[config.mk]
export PLATFORM = sky130hd
export DESIGN_NAME = tbd_brake_deadtime
export DESIGN_NICKNAME = d
export VERILOG_FILES = /design/src/tbd_pkg.sv /design/src/tbd_brake_deadtime.sv
export SDC_FILE = /design/constraint.sdc
export NUM_CORES = 1
export LEC_CHECK = 0
export BUFFER_PORTS_ARGS = -buffer_cell sky130_fd_sc_hd__clkbuf_2
export CAP_MARGIN = 10
export CORE_ASPECT_RATIO = 0.8
export CORE_MARGIN = 2
export CORE_UTILIZATION = 30
export DETAILED_ROUTE_END_ITERATION = 7
export PLACE_DENSITY_LB_ADDON = 0.1
export SYNTH_ARGS = -nofsm -noshare
export SYNTH_HDL_FRONTEND = slang
export SYNTH_SLANG_ARGS = --single-unit
[constraint.sdc]
create_clock -name pclk -period 2.5 [get_ports pclk]
set_clock_uncertainty 0.1 [all_clocks]
set_input_delay 0.375 -clock pclk [delete_from_list [all_inputs] [get_ports pclk]]
set_output_delay 0.375 -clock pclk [all_outputs]
set_load 0.02 [all_outputs]
[src/tbd_pkg.sv]
package tbd_pkg;
  // register byte addresses
  localparam logic [11:0] TBD_BDT_ADDR  = 12'h044;
  localparam logic [11:0] TBD_CHAN_ADDR = 12'h050;
  localparam logic [11:0] TBD_CMP_ADDR  = 12'h054;
  localparam logic [11:0] TBD_STAT_ADDR = 12'h058;
  localparam logic [11:0] TBD_MASK_ADDR = 12'h05C;
  // brake_deadtime_ctrl fields
  localparam int unsigned TBD_DTC_LSB   = 0;
  localparam int unsigned TBD_LOCK_LSB  = 8;
  localparam int unsigned TBD_IDLE_OFF  = 10;
  localparam int unsigned TBD_RUN_OFF   = 11;
  localparam int unsigned TBD_BRK_EN    = 12;
  localparam int unsigned TBD_BRK_POL   = 13;
  localparam int unsigned TBD_AUTO_OE   = 14;
  localparam int unsigned TBD_MOE       = 15;
  localparam logic [15:0] TBD_BDT_RST   = 16'h0000;
  localparam logic [15:0] TBD_LOCK_FLD  = 16'h0300;
  localparam logic [15:0] TBD_L1_MASK   = 16'h70FF;
  localparam logic [15:0] TBD_L2_MASK   = 16'h0C00;
  localparam logic [1:0]  TBD_LOCK_NONE = 2'h0;
  localparam logic [1:0]  TBD_LOCK_L3   = 2'h3;
  // per-channel config: en, pol, comp en, comp pol, idle, comp idle
  localparam int unsigned TBD_CH_W      = 6;
  localparam int unsigned TBD_CMP_W     = 4;
  localparam logic [5:0]  TBD_CH_IDLE_M = 6'h30;
  localparam logic [5:0]  TBD_CH_POL_M  = 6'h0A;
  // status bits
  localparam int unsigned TBD_ST_BRK    = 0;
  localparam int unsigned TBD_ST_AUTO   = 1;
  localparam int unsigned TBD_ST_W      = 2;
  localparam int unsigned TBD_TICK_DIV  = 1;

  typedef struct packed {
    logic comp_idle_state;
    logic output_idle_state;
    logic complementary_polarity;
    logic complementary_enable;
    logic channel_polarity;
    logic channel_enable;
  } tbd_chan_cfg_t;
endpackage : tbd_pkg

[src/tbd_brake_deadtime.sv]
`timescale 1ns/1ps
`default_nettype none
module tbd_brake_deadtime
  import tbd_pkg::*;
#(
  parameter int unsigned NCH      = 4,
  parameter int unsigned TICK_DIV = TBD_TICK_DIV
) (
  input  wire logic             pclk,
  input  wire logic             presetn,
  input  wire logic             psel,
  input  wire logic             penable,
  input  wire logic             pwrite,
  input  wire logic [11:0]      paddr,
  input  wire logic [31:0]      pwdata,
  output logic                  pready,
  output logic [31:0]           prdata,
  output logic                  pslverr,
  input  wire logic             break_input,
  input  wire logic             update_evt,
  input  wire logic [NCH-1:0]   ref_wave,
  output logic [NCH-1:0]        channel_output,
  output logic [NCH-1:0]        channel_oe,
  output logic [NCH-1:0]        complementary_output,
  output logic [NCH-1:0]        complementary_oe,
  output logic [3*NCH-1:0]      compare_mode,
  output logic [NCH-1:0]        compare_preload_enable,
  output logic                  irq
);

  if (NCH < 1 || NCH > 4) begin : g_chk_nch
    $error("NCH must be 1 to 4");
  end
  if (TICK_DIV < 1 || TICK_DIV > 255) begin : g_chk_div
    $error("TICK_DIV must be 1 to 255");
  end

  if (TBD_CH_W * NCH > 32 || TBD_CMP_W * NCH > 32) begin : g_chk_map
    $error("channel fields must fit one bus word");
  end

  function automatic logic [9:0] tbd_dead_ticks(input logic [7:0] c);
    logic [9:0] b5;
    logic [9:0] b6;
    b5 = {5'h00, c[4:0]} + 10'h020;
    b6 = {4'h0, c[5:0]} + 10'h040;
    if (!c[7]) return {3'h0, c[6:0]};
    else if (!c[6]) return {b6[8:0], 1'b0};
    else if (!c[5]) return {b5[6:0], 3'h0};
    else return {b5[5:0], 4'h0};
  endfunction : tbd_dead_ticks

  // control register bits that a write may change at each lock level
  function automatic logic [15:0] tbd_bdt_wmask(input logic [1:0] lvl,
                                                input logic       done);
    logic [15:0] m;
    m = 16'h0000;
    if (lvl != TBD_LOCK_NONE) m = m | TBD_L1_MASK;
    if (lvl[1]) m = m | TBD_L2_MASK;
    if (done) m = m | TBD_LOCK_FLD;
    m = m | (16'h0001 << TBD_MOE);
    return ~m;
  endfunction : tbd_bdt_wmask

  // channel config bits that a write may change at each lock level
  function automatic logic [5:0] tbd_ch_wmask(input logic [1:0] lvl);
    logic [5:0] m;
    m = 6'h00;
    if (lvl != TBD_LOCK_NONE) m = m | TBD_CH_IDLE_M;
    if (lvl[1]) m = m | TBD_CH_POL_M;
    return ~m;
  endfunction : tbd_ch_wmask

  // ==========================================================
  // registers and bus decode
  logic [15:0]               bdt_ff;
  logic                      lock_done_ff;
  tbd_chan_cfg_t [NCH-1:0]   chan_ff;
  logic [TBD_CMP_W*NCH-1:0]  cmp_ff;
  logic [TBD_ST_W-1:0]       stat_ff;
  logic [TBD_ST_W-1:0]       mask_ff;
  logic [31:0]               prdata_ff;
  logic                      pol_eff_ff;
  logic                      brk_s1_ff;
  logic                      brk_s2_ff;
  logic                      brk_q_ff;
  logic                      moe_ff;
  logic                      moe_q_ff;
  logic [7:0]                div_ff;
  logic [9:0]                idle_cnt_ff;
  logic [NCH-1:0]            ref_q_ff;
  logic [9:0]                dt_cnt_ff [NCH];
  logic [NCH-1:0]            ch_out_ff;
  logic [NCH-1:0]            ch_oe_ff;
  logic [NCH-1:0]            cp_out_ff;
  logic [NCH-1:0]            cp_oe_ff;

  wire        setup     = psel & ~penable;
  wire        access    = psel & penable;
  wire        hit_bdt   = paddr == TBD_BDT_ADDR;
  wire        hit_chan  = paddr == TBD_CHAN_ADDR;
  wire        hit_cmp   = paddr == TBD_CMP_ADDR;
  wire        hit_stat  = paddr == TBD_STAT_ADDR;
  wire        hit_mask  = paddr == TBD_MASK_ADDR;
  wire        hit_any   = hit_bdt | hit_chan | hit_cmp | hit_stat | hit_mask;
  wire        wr        = access & pwrite;
  wire        wr_bdt    = wr & hit_bdt;
  wire        rd_stat   = access & ~pwrite & hit_stat;
  // lock level as stored; the write that sets it still obeys the old level
  wire [1:0]  lock_lvl  = bdt_ff[TBD_LOCK_LSB +: 2];
  wire        lock_l1   = lock_lvl != TBD_LOCK_NONE;
  wire        lock_l2   = lock_lvl[1];
  wire        lock_l3   = lock_lvl == TBD_LOCK_L3;

  // writable bit masks per lock level
  wire [15:0] bdt_wmask = tbd_bdt_wmask(lock_lvl, lock_done_ff);
  wire [5:0]  ch_wmask  = tbd_ch_wmask(lock_lvl);
  logic [TBD_CH_W*NCH-1:0] chan_wmask;
  always_comb begin
    for (int i = 0; i < NCH; i++) begin
      chan_wmask[i*TBD_CH_W +: TBD_CH_W] = ch_wmask;
    end
  end
  wire [TBD_CH_W*NCH-1:0] chan_flat = chan_ff;
  wire [TBD_CH_W*NCH-1:0] nxt_chan  = (chan_flat & ~chan_wmask)
                                    | (pwdata[TBD_CH_W*NCH-1:0] & chan_wmask);
  wire [15:0] nxt_bdt_w = (bdt_ff & ~bdt_wmask) | (pwdata[15:0] & bdt_wmask);

  // read words; main enable reads the stored flop, not the forced value
  wire [31:0] rd_bdt_word  = {16'h0000, moe_ff, bdt_ff[14:0]};
  wire [31:0] rd_chan_word = 32'(chan_flat);
  wire [31:0] rd_cmp_word  = 32'(cmp_ff);
  wire [31:0] rd_stat_word = 32'(stat_ff);
  wire [31:0] rd_mask_word = 32'(mask_ff);
  wire [31:0] rd_mux       = ({32{hit_bdt}} & rd_bdt_word)
                           | ({32{hit_chan}} & rd_chan_word)
                           | ({32{hit_cmp}} & rd_cmp_word)
                           | ({32{hit_stat}} & rd_stat_word)
                           | ({32{hit_mask}} & rd_mask_word);

  // ==========================================================
  // bus handshake
  assign pready  = 1'b1;
  assign pslverr = access & ~hit_any;
  assign prdata  = prdata_ff;

  always_ff @(posedge pclk or negedge presetn) begin
    if (!presetn) begin
      prdata_ff <= 32'h0000_0000;
    end else if (setup && !pwrite) begin
      prdata_ff <= rd_mux;
    end
  end

  always_ff @(posedge pclk or negedge presetn) begin
    if (!presetn) begin
      bdt_ff       <= TBD_BDT_RST;
      lock_done_ff <= 1'b0;
    end else if (wr_bdt) begin
      bdt_ff       <= nxt_bdt_w;
      lock_done_ff <= 1'b1;
    end
  end

  always_ff @(posedge pclk or negedge presetn) begin
    if (!presetn) begin
      chan_ff <= '0;
      cmp_ff  <= '0;
      mask_ff <= '0;
    end else if (wr) begin
      if (hit_chan) chan_ff <= nxt_chan;
      if (hit_cmp && !lock_l3) cmp_ff <= pwdata[TBD_CMP_W*NCH-1:0];
      if (hit_mask) mask_ff <= pwdata[TBD_ST_W-1:0];
    end
  end

  always_comb begin
    for (int i = 0; i < NCH; i++) begin
      compare_mode[3*i +: 3]    = cmp_ff[TBD_CMP_W*i +: 3];
      compare_preload_enable[i] = cmp_ff[TBD_CMP_W*i + 3];
    end
  end

  // ==========================================================
  // break and main output enable
  // brk_s1_ff feeds brk_s2_ff only, so no logic sees a metastable value
  always_ff @(posedge pclk or negedge presetn) begin
    if (!presetn) begin
      brk_s1_ff  <= 1'b0;
      brk_s2_ff  <= 1'b0;
    end else begin
      brk_s1_ff  <= break_input;
      brk_s2_ff  <= brk_s1_ff;
    end
  end

  always_ff @(posedge pclk or negedge presetn) begin
    if (!presetn) begin
      pol_eff_ff <= 1'b0;
    end else begin
      pol_eff_ff <= bdt_ff[TBD_BRK_POL];
    end
  end

  // raw pin path gives the clockless clear; the synced path updates state
  wire brk_now  = bdt_ff[TBD_BRK_EN] & ~(break_input ^ pol_eff_ff);
  wire brk_sync = bdt_ff[TBD_BRK_EN] & ~(brk_s2_ff ^ pol_eff_ff);
  wire auto_set = bdt_ff[TBD_AUTO_OE] & update_evt & ~brk_sync;
  wire moe_eff  = moe_ff & ~brk_now;
  wire moe_fall = moe_q_ff & ~moe_eff;

  // a synced break wins over the auto set, which wins over software
  always_ff @(posedge pclk or negedge presetn) begin
    if (!presetn) begin
      moe_ff   <= 1'b0;
      moe_q_ff <= 1'b0;
      brk_q_ff <= 1'b0;
    end else begin
      moe_q_ff <= moe_eff;
      brk_q_ff <= brk_sync;
      if (brk_sync) moe_ff <= 1'b0;
      else if (auto_set) moe_ff <= 1'b1;
      else if (wr_bdt) moe_ff <= pwdata[TBD_MOE];
    end
  end

  // ==========================================================
  // interrupt status, cleared by reading it, set wins
  wire [TBD_ST_W-1:0] st_set  = {auto_set & ~moe_ff, brk_sync & ~brk_q_ff};
  wire [TBD_ST_W-1:0] st_keep = rd_stat ? '0 : stat_ff;
  always_ff @(posedge pclk or negedge presetn) begin
    if (!presetn) begin
      stat_ff <= '0;
    end else begin
      stat_ff <= st_keep | st_set;
    end
  end
  assign irq = |(stat_ff & mask_ff);

  // ==========================================================
  // dead-time tick and counters
  wire [9:0] dead_ticks = tbd_dead_ticks(bdt_ff[TBD_DTC_LSB +: 8]);
  // tick pulses once per TICK_DIV clocks; all dead-time counts use it
  wire       tick       = div_ff == 8'(TICK_DIV - 1);
  // the first idle cycle after the fall must already be inactive
  wire       idle_done  = idle_cnt_ff == 10'h000 && !moe_fall;

  always_ff @(posedge pclk or negedge presetn) begin
    if (!presetn) begin
      div_ff <= 8'h00;
    end else begin
      div_ff <= tick ? 8'h00 : div_ff + 8'h01;
    end
  end

  always_ff @(posedge pclk or negedge presetn) begin
    if (!presetn) begin
      idle_cnt_ff <= 10'h000;
    end else if (moe_fall) begin
      idle_cnt_ff <= dead_ticks;
    end else if (tick && idle_cnt_ff != 10'h000) begin
      idle_cnt_ff <= idle_cnt_ff - 10'h001;
    end
  end

  // ==========================================================
  // per-channel dead time and output drive
  for (genvar g = 0; g < NCH; g++) begin : g_ch
    tbd_chan_cfg_t c;
    logic          ref_on;
    logic          main_act;
    logic          comp_act;
    logic          nxt_co;
    logic          nxt_coe;
    logic          nxt_po;
    logic          nxt_poe;
    logic          brk_co_oe;
    logic          brk_cp_oe;
    assign c        = chan_ff[g];
    assign ref_on   = dt_cnt_ff[g] == 10'h000;
    assign main_act = ref_q_ff[g] & ref_on;
    assign comp_act = ~ref_q_ff[g] & ref_on;

    // every change of the reference restarts the dead time for that leg
    always_ff @(posedge pclk or negedge presetn) begin
      if (!presetn) begin
        ref_q_ff[g]  <= 1'b0;
        dt_cnt_ff[g] <= 10'h000;
      end else if (ref_wave[g] != ref_q_ff[g]) begin
        ref_q_ff[g]  <= ref_wave[g];
        dt_cnt_ff[g] <= dead_ticks;
      end else if (tick && !ref_on) begin
        dt_cnt_ff[g] <= dt_cnt_ff[g] - 10'h001;
      end
    end

    // run mode drives enabled legs from the reference, idle mode parks them
    always_comb begin
      nxt_co  = c.channel_polarity;
      nxt_po  = c.complementary_polarity;
      nxt_coe = 1'b0;
      nxt_poe = 1'b0;
      if (moe_eff) begin
        if (c.channel_enable) begin
          nxt_coe = 1'b1;
          nxt_co  = main_act ^ c.channel_polarity;
        end else if (bdt_ff[TBD_RUN_OFF]) begin
          nxt_coe = 1'b1;
        end
        if (c.complementary_enable) begin
          nxt_poe = 1'b1;
          nxt_po  = comp_act ^ c.complementary_polarity;
        end else if (bdt_ff[TBD_RUN_OFF]) begin
          nxt_poe = 1'b1;
        end
      end else if (bdt_ff[TBD_IDLE_OFF]) begin
        nxt_coe = c.channel_enable;
        nxt_poe = c.complementary_enable;
        if (idle_done) begin
          nxt_co = c.output_idle_state;
          nxt_po = c.comp_idle_state;
        end
      end
    end

    always_ff @(posedge pclk or negedge presetn) begin
      if (!presetn) begin
        ch_out_ff[g] <= 1'b0;
        ch_oe_ff[g]  <= 1'b0;
        cp_out_ff[g] <= 1'b0;
        cp_oe_ff[g]  <= 1'b0;
      end else begin
        ch_out_ff[g] <= nxt_co;
        ch_oe_ff[g]  <= nxt_coe;
        cp_out_ff[g] <= nxt_po;
        cp_oe_ff[g]  <= nxt_poe;
      end
    end

    // ==========================================================
    // an active break forces the pins at once, before the next edge
    assign brk_co_oe = bdt_ff[TBD_IDLE_OFF] & c.channel_enable;
    assign brk_cp_oe = bdt_ff[TBD_IDLE_OFF] & c.complementary_enable;
    assign channel_output[g]       = brk_now ? c.channel_polarity : ch_out_ff[g];
    assign complementary_output[g] = brk_now ? c.complementary_polarity : cp_out_ff[g];
    assign channel_oe[g]           = brk_now ? brk_co_oe : ch_oe_ff[g];
    assign complementary_oe[g]     = brk_now ? brk_cp_oe : cp_oe_ff[g];
  end

endmodule : tbd_brake_deadtime
`default_nettype wire

# Word level (Yosys, flattened, before mapping)
# Cells that the tools add are included.
# Widths: inputs -> output; s select.
[op_classes] n_addsub=8 n_eq_ne=10 muxes=96 n_bitwise=80 n_reduce_logical=33
[ops] operator="$mux 10" n=14
[ops] operator="$or 32x32->32" n=4
[ops] operator="$mux 1" n=76
[ops] operator="$and 32x16->32" n=2
[ops] operator="$and 32x2->32" n=2
[ops] operator="$eq 12x7->1 const B" n=5
[ops] operator="$logic_not 10->1" n=5
[ops] operator="$sub 10x1->10 const B" n=5
[ops] operator="$and 24x24->24" n=2
[ops] operator="$and 16x16->16" n=2
[ops] operator="$and 32x24->32" n=1
[ops] operator="$not 16->16" n=2
[ops] operator="$and 1x1->1" n=31
[ops] operator="$not 24->24" n=1
[ops] operator="$or 24x24->24" n=1
[ops] operator="$or 16x16->16" n=1
[ops] operator="$mux 15" n=1
[ops] operator="$not 1->1" n=14
[ops] operator="$mux 12" n=1
[ops] operator="$reduce_bool 2->1" n=6
[ops] operator="$reduce_bool 10->1" n=1
[ops] operator="$xor 1x1->1" n=10
[ops] operator="$add 6x7->8 const B" n=1
[ops] operator="$add 8x1->8 const B" n=1
[ops] operator="17 further kinds" n=38
[totals] register_bits=177 in_bits=55 out_inout_bits=67 elab_cells=289

# Longest topological paths before layout
# Gate-level depths: netlist (run 1).
[logic_depth] ltp_word=12 depth_mapped=9

# Worst setup path before layout (run 1)
# OpenSTA, ideal clock, no wires.
[synth_timing] kind="register to register" start="reg idle_cnt_ff[0]" end="reg cp_out_ff[2]" setup_time_ns=0.120 t_arrival_ns=2.324 required_time_ns=2.280 path_slack_ns=-0.045 stages_incl_launch_ff=9 n_path_buf=2 period_less_slack_ns=2.545 path_cell_list="dfrtp_1 inv_1 ha_1 or4b_1 buf_2 or4_1 clkbuf_2 or3_2 o211a_1"
[synth_via] elab_chain_cells=5
[synth_rtl] item="start: declaration" line_no="tbd_brake_deadtime.sv:90" source="logic [9:0] idle_cnt_ff;"
[synth_rtl] item="start signal: assignment" line_no="tbd_brake_deadtime.sv:260" source="idle_cnt_ff <= dead_ticks;"
[synth_rtl] item="start signal: assignment" line_no="tbd_brake_deadtime.sv:262" source="idle_cnt_ff <= idle_cnt_ff - 10'h001;"
[synth_rtl] item="$logic_not 10->1" line_no="tbd_brake_deadtime.sv:246" source="wire idle_done = idle_cnt_ff == 10'h000 && !moe_fall;"
[synth_rtl] item="$logic_and 1x1->1" line_no="tbd_brake_deadtime.sv:246"
[synth_rtl] item="$mux 1" line_no="tbd_brake_deadtime.sv:319" source="if (idle_done) begin"
[synth_rtl] item="$mux 1" line_no="tbd_brake_deadtime.sv:316" source="end else if (bdt_ff[TBD_IDLE_OFF]) begin"
[synth_rtl] item="$mux 1" line_no="tbd_brake_deadtime.sv:303" source="if (moe_eff) begin"
[synth_rtl] item="net g_ch[2].nxt_po" line_no="tbd_brake_deadtime.sv:275" source="logic nxt_po;"
[synth_rtl] item="end signal: indexed assignment" line_no="tbd_brake_deadtime.sv:335" source="cp_out_ff[g] <= nxt_po;"
[synth_rtl] item="end: declaration" line_no="tbd_brake_deadtime.sv:95" source="logic [NCH-1:0] cp_out_ff;"
# The timed path passes the listed nets, and every way through them passes these cells.
# A chain may end at the register's enable or synchronous reset.

# Worst setup path in the final report (run 1)
[layout_timing] start="reg div_ff[1]" end="reg idle_cnt_ff[9]"
[layout_via] elab_chain_cells=3
[layout_rtl] item="start: declaration" line_no="tbd_brake_deadtime.sv:89" source="logic [7:0] div_ff;"
[layout_rtl] item="start signal: assignment" line_no="tbd_brake_deadtime.sv:252" source="div_ff <= tick ? 8'h00 : div_ff + 8'h01;"
[layout_rtl] item="$logic_not 8->1" line_no="tbd_brake_deadtime.sv:244" source="wire tick = div_ff == 8'(TICK_DIV - 1);"
[layout_rtl] item="$logic_and 1x1->1" line_no="tbd_brake_deadtime.sv:261" source="end else if (tick && idle_cnt_ff != 10'h000) begin"
[layout_rtl] item="$reduce_bool 2->1 (no source line)"
# Every way passes these cells.

==> results.ini, run 1 <==
[outcome]
status = finished, final reports clean

[routing]
drt-initial-drc-count = 423
wl_per_cell_um = 19.7
dr.pass1.iters = 5
num_vias = 7520
route.detailed.drc = 0
wl_mm = 27.8
avgViaCountPerCell = 5.34
final_antenna_net_count = 0

[timing]
grt_setup_unrepaired = no
final-setup-viol-count = 0
worstMarginPinSlew_ns = 0.761
min_period_ns = 2.41
hold_violations = 0
whs_ns = 0.0299
max_slew_margin = 0.491
clock.fmax_mhz = 415
finalCritPeriodShare = 0.965
finalSetupTns_ns = 0
slew_violations = 0

[worst_hold_path]
hold_depth = 1
hold_end = ref_q_ff[2]
hold_class = in -> reg
hold_start = ref_wave[2]

[critical_path]
crit_chain = inv_1 > ha_1 > or4b_2 > nor3_1 > or4b_2 > a31oi_1
cp.depth = 6
slowest_delay_ns = 0.63
path_max_fanout = 4
cpMostUsedCell = or4b_2
reg2regPathDepth = 6
cpMaxStageDelayCell = or4b_2
rrSetupSlack_ns = 0.09
worstSetupPathType = reg -> reg
start_kind = flop
end_kind = flop
critical-path-top-delay-family = simple AND/OR/NAND/NOR gates
worstPathArrival_ns = 2.67
timing.rr.end = idle_cnt_ff[9]
r2r_start = div_ff[1]
worst-path-buf-inv = 1
cp.required_ns = 2.75

[yosys]
ys.flop_type = dfrtp_1
syn_area_per_cell_um2 = 10.2
ys_ff_latch = 168
post-synth-top-area-cell = dfrtp_1
yosysWarnings = 0
synth_top_area_share = 0.473
synth.yosys.seq_area_share = 0.473
synthTopCellsByCount = 168 x dfrtp_1, 66 x mux2_2, 60 x nor2_1
yosys-top-cells-area = dfrtp_1 47%, mux2_2 8.4%, nor2_1 2.5%
synth_area_um2 = 8890
synthArstFlopShare = 1.00
synth_edf_count = 0
synth.most_common_cell = dfrtp_1
synthCells = 875
synth_cell_types = 61

[power_and_ir_drop]
leakage_nw = 4.90
comb_power_share = 0.166
p_sw_frac = 0.292
intPower_mw = 4.93
clkPwrFrac = 0.388
p_seq_frac = 0.446
power_density_nw_per_um2 = 639
peakVddDrop_v = 0.000436
p_sw_mw = 2.03

[floorplan]
die_y_um = 158
placementRows = 56
fp.coreArea_um2 = 29200
die_x_um = 196
start_util = 0.304
dieArea_um2 = 31000
pin_count = 122

[placed_design]
place_area_um2 = 10200
dp.final_hpwl_mm = 20.3
place.port_buffers = 104
gp_congestion = 0.771

[final_layout]
antenna_cells = 0
fillers = 2955
area_delta_synth_final_pct = 22.5
drive_gt1_frac = 0.297
stdcell_area_um2 = 10900
num-nets-final = 1080

[clocking]
h-tree-depth = 4
clk_latency_ns = 0.43
cts_tree = done
root_buffer = clkbuf_16
cts_buffers = 17
clk_pin_slew_ns = 0.07
clockBufferDepth = 2
clock_sinks = 168

[global_route]
antenna_found_initial = 0
gr-total-overflow = 0
grt_max_degree = 53
grt_pass1_vias = 7262
grt_pass1_wl_mm = 43.4
grt_use_total = 0.184

[run]
maxCapViolCount = 0

[routing by layer]
metal,track usage,up-vias,part of all wire
li1,-,3555,-
met1,0.283,3768,0.52
met2,0.266,184,0.42
met3,0.0330,13,0.044
met4,0.0390,0,0.0076
met5,0,-,0
[worst reg2reg max path, stage by stage, from the launching register on]
cell and delay [ns]:
dfrtp_1 0.41, inv_1 0.06, ha_1 0.15, or4b_2 0.63, nor3_1 0.20, or4b_2 0.59
a31oi_1 0.18
[placed cells by master (no fill, tap or decap), drive strengths merged, types with 13 or more instances in the layout]
cell type and n:
a22o 13, nor3 18, a21oi 44, inv 27
or3 17, dfrtp 168, clkbuf 121, nor2 60
a221o 14, nor4 13, o31ai 15, or4 22
mux2i 13, nand3b 19, nand3 33, nand2 47
nand4 18, o21ai 33, a31oi 33, buf 70
mux2 66
[timing repair]
action | 4_1_cts | 5_1_grt
setup buffers | 0 | 0
setup endpoints to repair | 2 | 19
endpoints found under the hold margin | 33 | 0
gates cloned | 0 | 0
gates resized for setup | 2 | 8
hold buffers | 5 | 0
[worst max path at each step]
stage,startpoint,endpoint
after detailed placement,idle_cnt_ff[1],ch_out_ff[0]
after CTS,pol_eff_ff,complementary_oe[2]
after global placement,idle_cnt_ff[1],ch_out_ff[0]
final,div_ff[1],idle_cnt_ff[9]
after global routing,div_ff[1],idle_cnt_ff[9]
after floorplan,idle_cnt_ff[0],cp_out_ff[2]
[power by group through the flow]
stage / combinational [mW] / sequential, mW / clock [mW]
after detailed placement: 1.14 / 3.15 / 0
after CTS: 1.16 / 3.10 / 2.79
after floorplan: 0.745 / 3.11 / 0
after global placement: 1.14 / 3.16 / 0
after global routing: 1.30 / 3.14 / 2.89
final: 1.15 / 3.11 / 2.70
[area by class of cell]
| cell class | instances | area [um^2] | share of cell area |
|---|---|---|---|
| clock buffer | 18 | 439 | 0.0403 |
| clock inverter | 14 | 146 | 0.0134 |
| inverter | 24 | 90.1 | 0.00827 |
| multi-input combinational | 629 | 4390 | 0.403 |
| sequential | 168 | 4200 | 0.386 |
| tap | 377 | 472 | 0.0433 |
| timing repair buffer | 178 | 1140 | 0.105 |
[kinds of logic after synthesis]
family | share of synthesized area
fa+ha+maj | 0.00985
compound gates | 0.161
buf+inv | 0.0421
mux | 0.101
flops | 0.473
simple gates | 0.196
other cells | 0.000845
xor+xnor | 0.0158
[metrics by stage]
| stage | util | setup slack (ns) | power, mW | cells |
|---|---|---|---|---|
| final | 0.373 | 0.0887 | 6.96 | 1408 |
| after global routing | 0.373 | 0.000207 | 7.32 | 1408 |
| after CTS | 0.372 | 0.0176 | 7.05 | 1408 |
| after detailed placement | 0.350 | 0.0504 | 4.30 | 1371 |
| after global placement | 0.350 | 0.0709 | 4.30 | 1371 |
| after floorplan | - | 0.0545 | 3.85 | 882 |
No activity file was read; power rests on OpenSTA's default activity.
==> run 2, diff against run 1 <==
--- a/config.mk
+++ b/config.mk
@@ -6,12 +6,13 @@
 export NUM_CORES = 1
 export LEC_CHECK = 0
 export BUFFER_PORTS_ARGS = -buffer_cell sky130_fd_sc_hd__clkbuf_2
-export CAP_MARGIN = 10
+export CAP_MARGIN = 20
 export CORE_ASPECT_RATIO = 0.8
 export CORE_MARGIN = 2
-export CORE_UTILIZATION = 30
+export CORE_UTILIZATION = 52
 export DETAILED_ROUTE_END_ITERATION = 7
 export PLACE_DENSITY_LB_ADDON = 0.1
+export REMOVE_ABC_BUFFERS = 1
 export SYNTH_ARGS = -nofsm -noshare
 export SYNTH_HDL_FRONTEND = slang
 export SYNTH_SLANG_ARGS = --single-unit
==> results.ini, run 2 (synthesis gave the netlist of run 1 again) <==
[outcome]
status = finished, final reports clean

[global_route]
grt_use_total = 0.299
grt_pass1_vias = 7650
grt_max_degree = 56
grt_pass1_wl_mm = 41.6
gr-total-overflow = 0
antenna_found_initial = 0

[routing]
dr.pass1.iters = 5
route.detailed.drc = 0
drt-initial-drc-count = 682
final_antenna_net_count = 0
wl_per_cell_um = 21.0
wl_mm = 26.1
avgViaCountPerCell = 6.33
num_vias = 7899

[critical_path]
timing.rr.end = dt_cnt_ff[38]
reg2regPathDepth = 8
r2r_start = div_ff[0]
start_kind = flop
worstPathArrival_ns = 1.99
cpMaxStageDelayCell = dfrtp_1
worstSetupPathType = reg -> out
path_max_fanout = 16
cp.required_ns = 2.03
rrSetupSlack_ns = 0.05
slowest_delay_ns = 0.46
crit_chain = xnor2_2 > nand2_1 > buf_4 > o21ai_1 > clkbuf_2
end_kind = output port

[clocking]
clock_sinks = 168
clockBufferDepth = 2
cts_buffers = 17
root_buffer = clkbuf_16
h-tree-depth = 4
clk_latency_ns = 0.45
cts_tree = done
clk_pin_slew_ns = 0.07

[final_layout]
final_cells = 1248
area_delta_synth_final_pct = 20.4
drive_gt1_frac = 0.296
stdcell_area_um2 = 10700
final_cell_mix = 168 x dfrtp_1, 103 x clkbuf_2, 66 x mux2_2
final_common_cell = dfrtp_1
fillers = 1343
antenna_cells = 0
num-nets-final = 1077

[power_and_ir_drop]
clkPwrFrac = 0.379
p_seq_frac = 0.456
p_sw_mw = 2.13
peakVddDrop_v = 0.000498
leakage_nw = 4.92
power_density_nw_per_um2 = 643
p_sw_frac = 0.310
total_power_mw = 6.88
comb_power_share = 0.165
intPower_mw = 4.75

[timing]
hold_violations = 0
clock.fmax_mhz = 406
finalCritPeriodShare = 0.985
min_period_ns = 2.46
final-setup-viol-count = 0
max_slew_margin = 0.562
grt_setup_unrepaired = yes
whs_ns = 0.0219
slew_violations = 0
finalSetupTns_ns = 0
worstMarginPinSlew_ns = 0.655

[placed_design]
gp_congestion = 0.906
dp.final_hpwl_mm = 18.7
place.port_buffers = 104
dp_cells = 1206
place_area_um2 = 9970

[floorplan]
placementRows = 42
start_util = 0.533
pin_count = 122
dieArea_um2 = 18200
fp.coreArea_um2 = 16700
die_y_um = 121
die_x_um = 150

[worst_hold_path]
hold_end = brk_s1_ff
hold_start = break_input
hold_depth = 1
hold_class = in -> reg

[run]
maxCapViolCount = 0

run 2: cell types whose count changed in the layout (fill, tap and decap cells not counted), sizes merged:
cell,change
inv,+7
clkinvlp,-6
buf,-3
bufinv,-2
clkinv,+2
clkbuf,-1
run 2: worst max path at each step:
stage,from,to,slack [ns]
floorplan,paddr[5],flop,-1.55
global placement,idle_cnt_ff[0],ch_out_ff[0],0.07
detailed placement,idle_cnt_ff[0],ch_out_ff[3],-0.04
CTS,div_ff[0],dt_cnt_ff[38],-0.02
global route,div_ff[0],dt_cnt_ff[38],-0.03
finish,pol_eff_ff,channel_oe[0],0.04
run 2: repair_timing:
item | CTS | global route
setup endpoints to repair | 21 | 29
hold endpoints to repair | 54 | 0
pin swaps | 1 | 3
cloned | 0 | 0
setup buffers | 0 | 4
gates resized for setup | 7 | 8
hold buffers | 5 | 0
run 2: worst max-delay path, delay by kind of cell, from the launching register on:
kind                      cells  cell delay [ns]
DFF                           1             0.46
buffers and inverters         2             0.44
AOI/OAI and AO/OA             1             0.27
xor gates and xnor gates      1             0.26
and+or+nand+nor               1             0.11
run 2: metrics by stage:
| step | util | worst slack [ns] |
|---|---|---|
| 4_1_cts | 0.637 | -0.0171 |
| 3_3_place_gp | 0.599 | 0.0688 |
| 2_1_floorplan | - | -1.55 |
| 6_report | 0.642 | 0.0376 |
| 3_5_place_dp | 0.599 | -0.0397 |
| 5_1_grt | 0.642 | -0.0292 |
run 2: per-layer routing:
metal	track usage	routed length [um]	vias to the layer above
met5	0	0	-
met4	0.103	617	0
met3	0.0639	2260	59
met2	0.432	11300	371
met1	0.447	12000	3898
li1	-	-	3571
run 2: layout make-up:
type / instances / area, um^2 / share of cell area
timing repair buffer: 175 / 1140 / 0.107
tap: 220 / 275 / 0.0257
sequential: 168 / 4200 / 0.393
clock inverter: 15 / 154 / 0.0144
multi-input combinational: 629 / 4410 / 0.412
inverter: 24 / 90.1 / 0.00842
clock buffer: 17 / 425 / 0.0398
run 2: power by group through the flow:
stage	registers, mW	logic (mW)	clock network, mW
6_report	3.14	1.13	2.61
5_1_grt	3.17	1.27	2.75
4_1_cts	3.12	1.11	2.64
3_5_place_dp	3.17	1.10	0
3_3_place_gp	3.15	1.05	0
2_1_floorplan	3.11	0.706	0
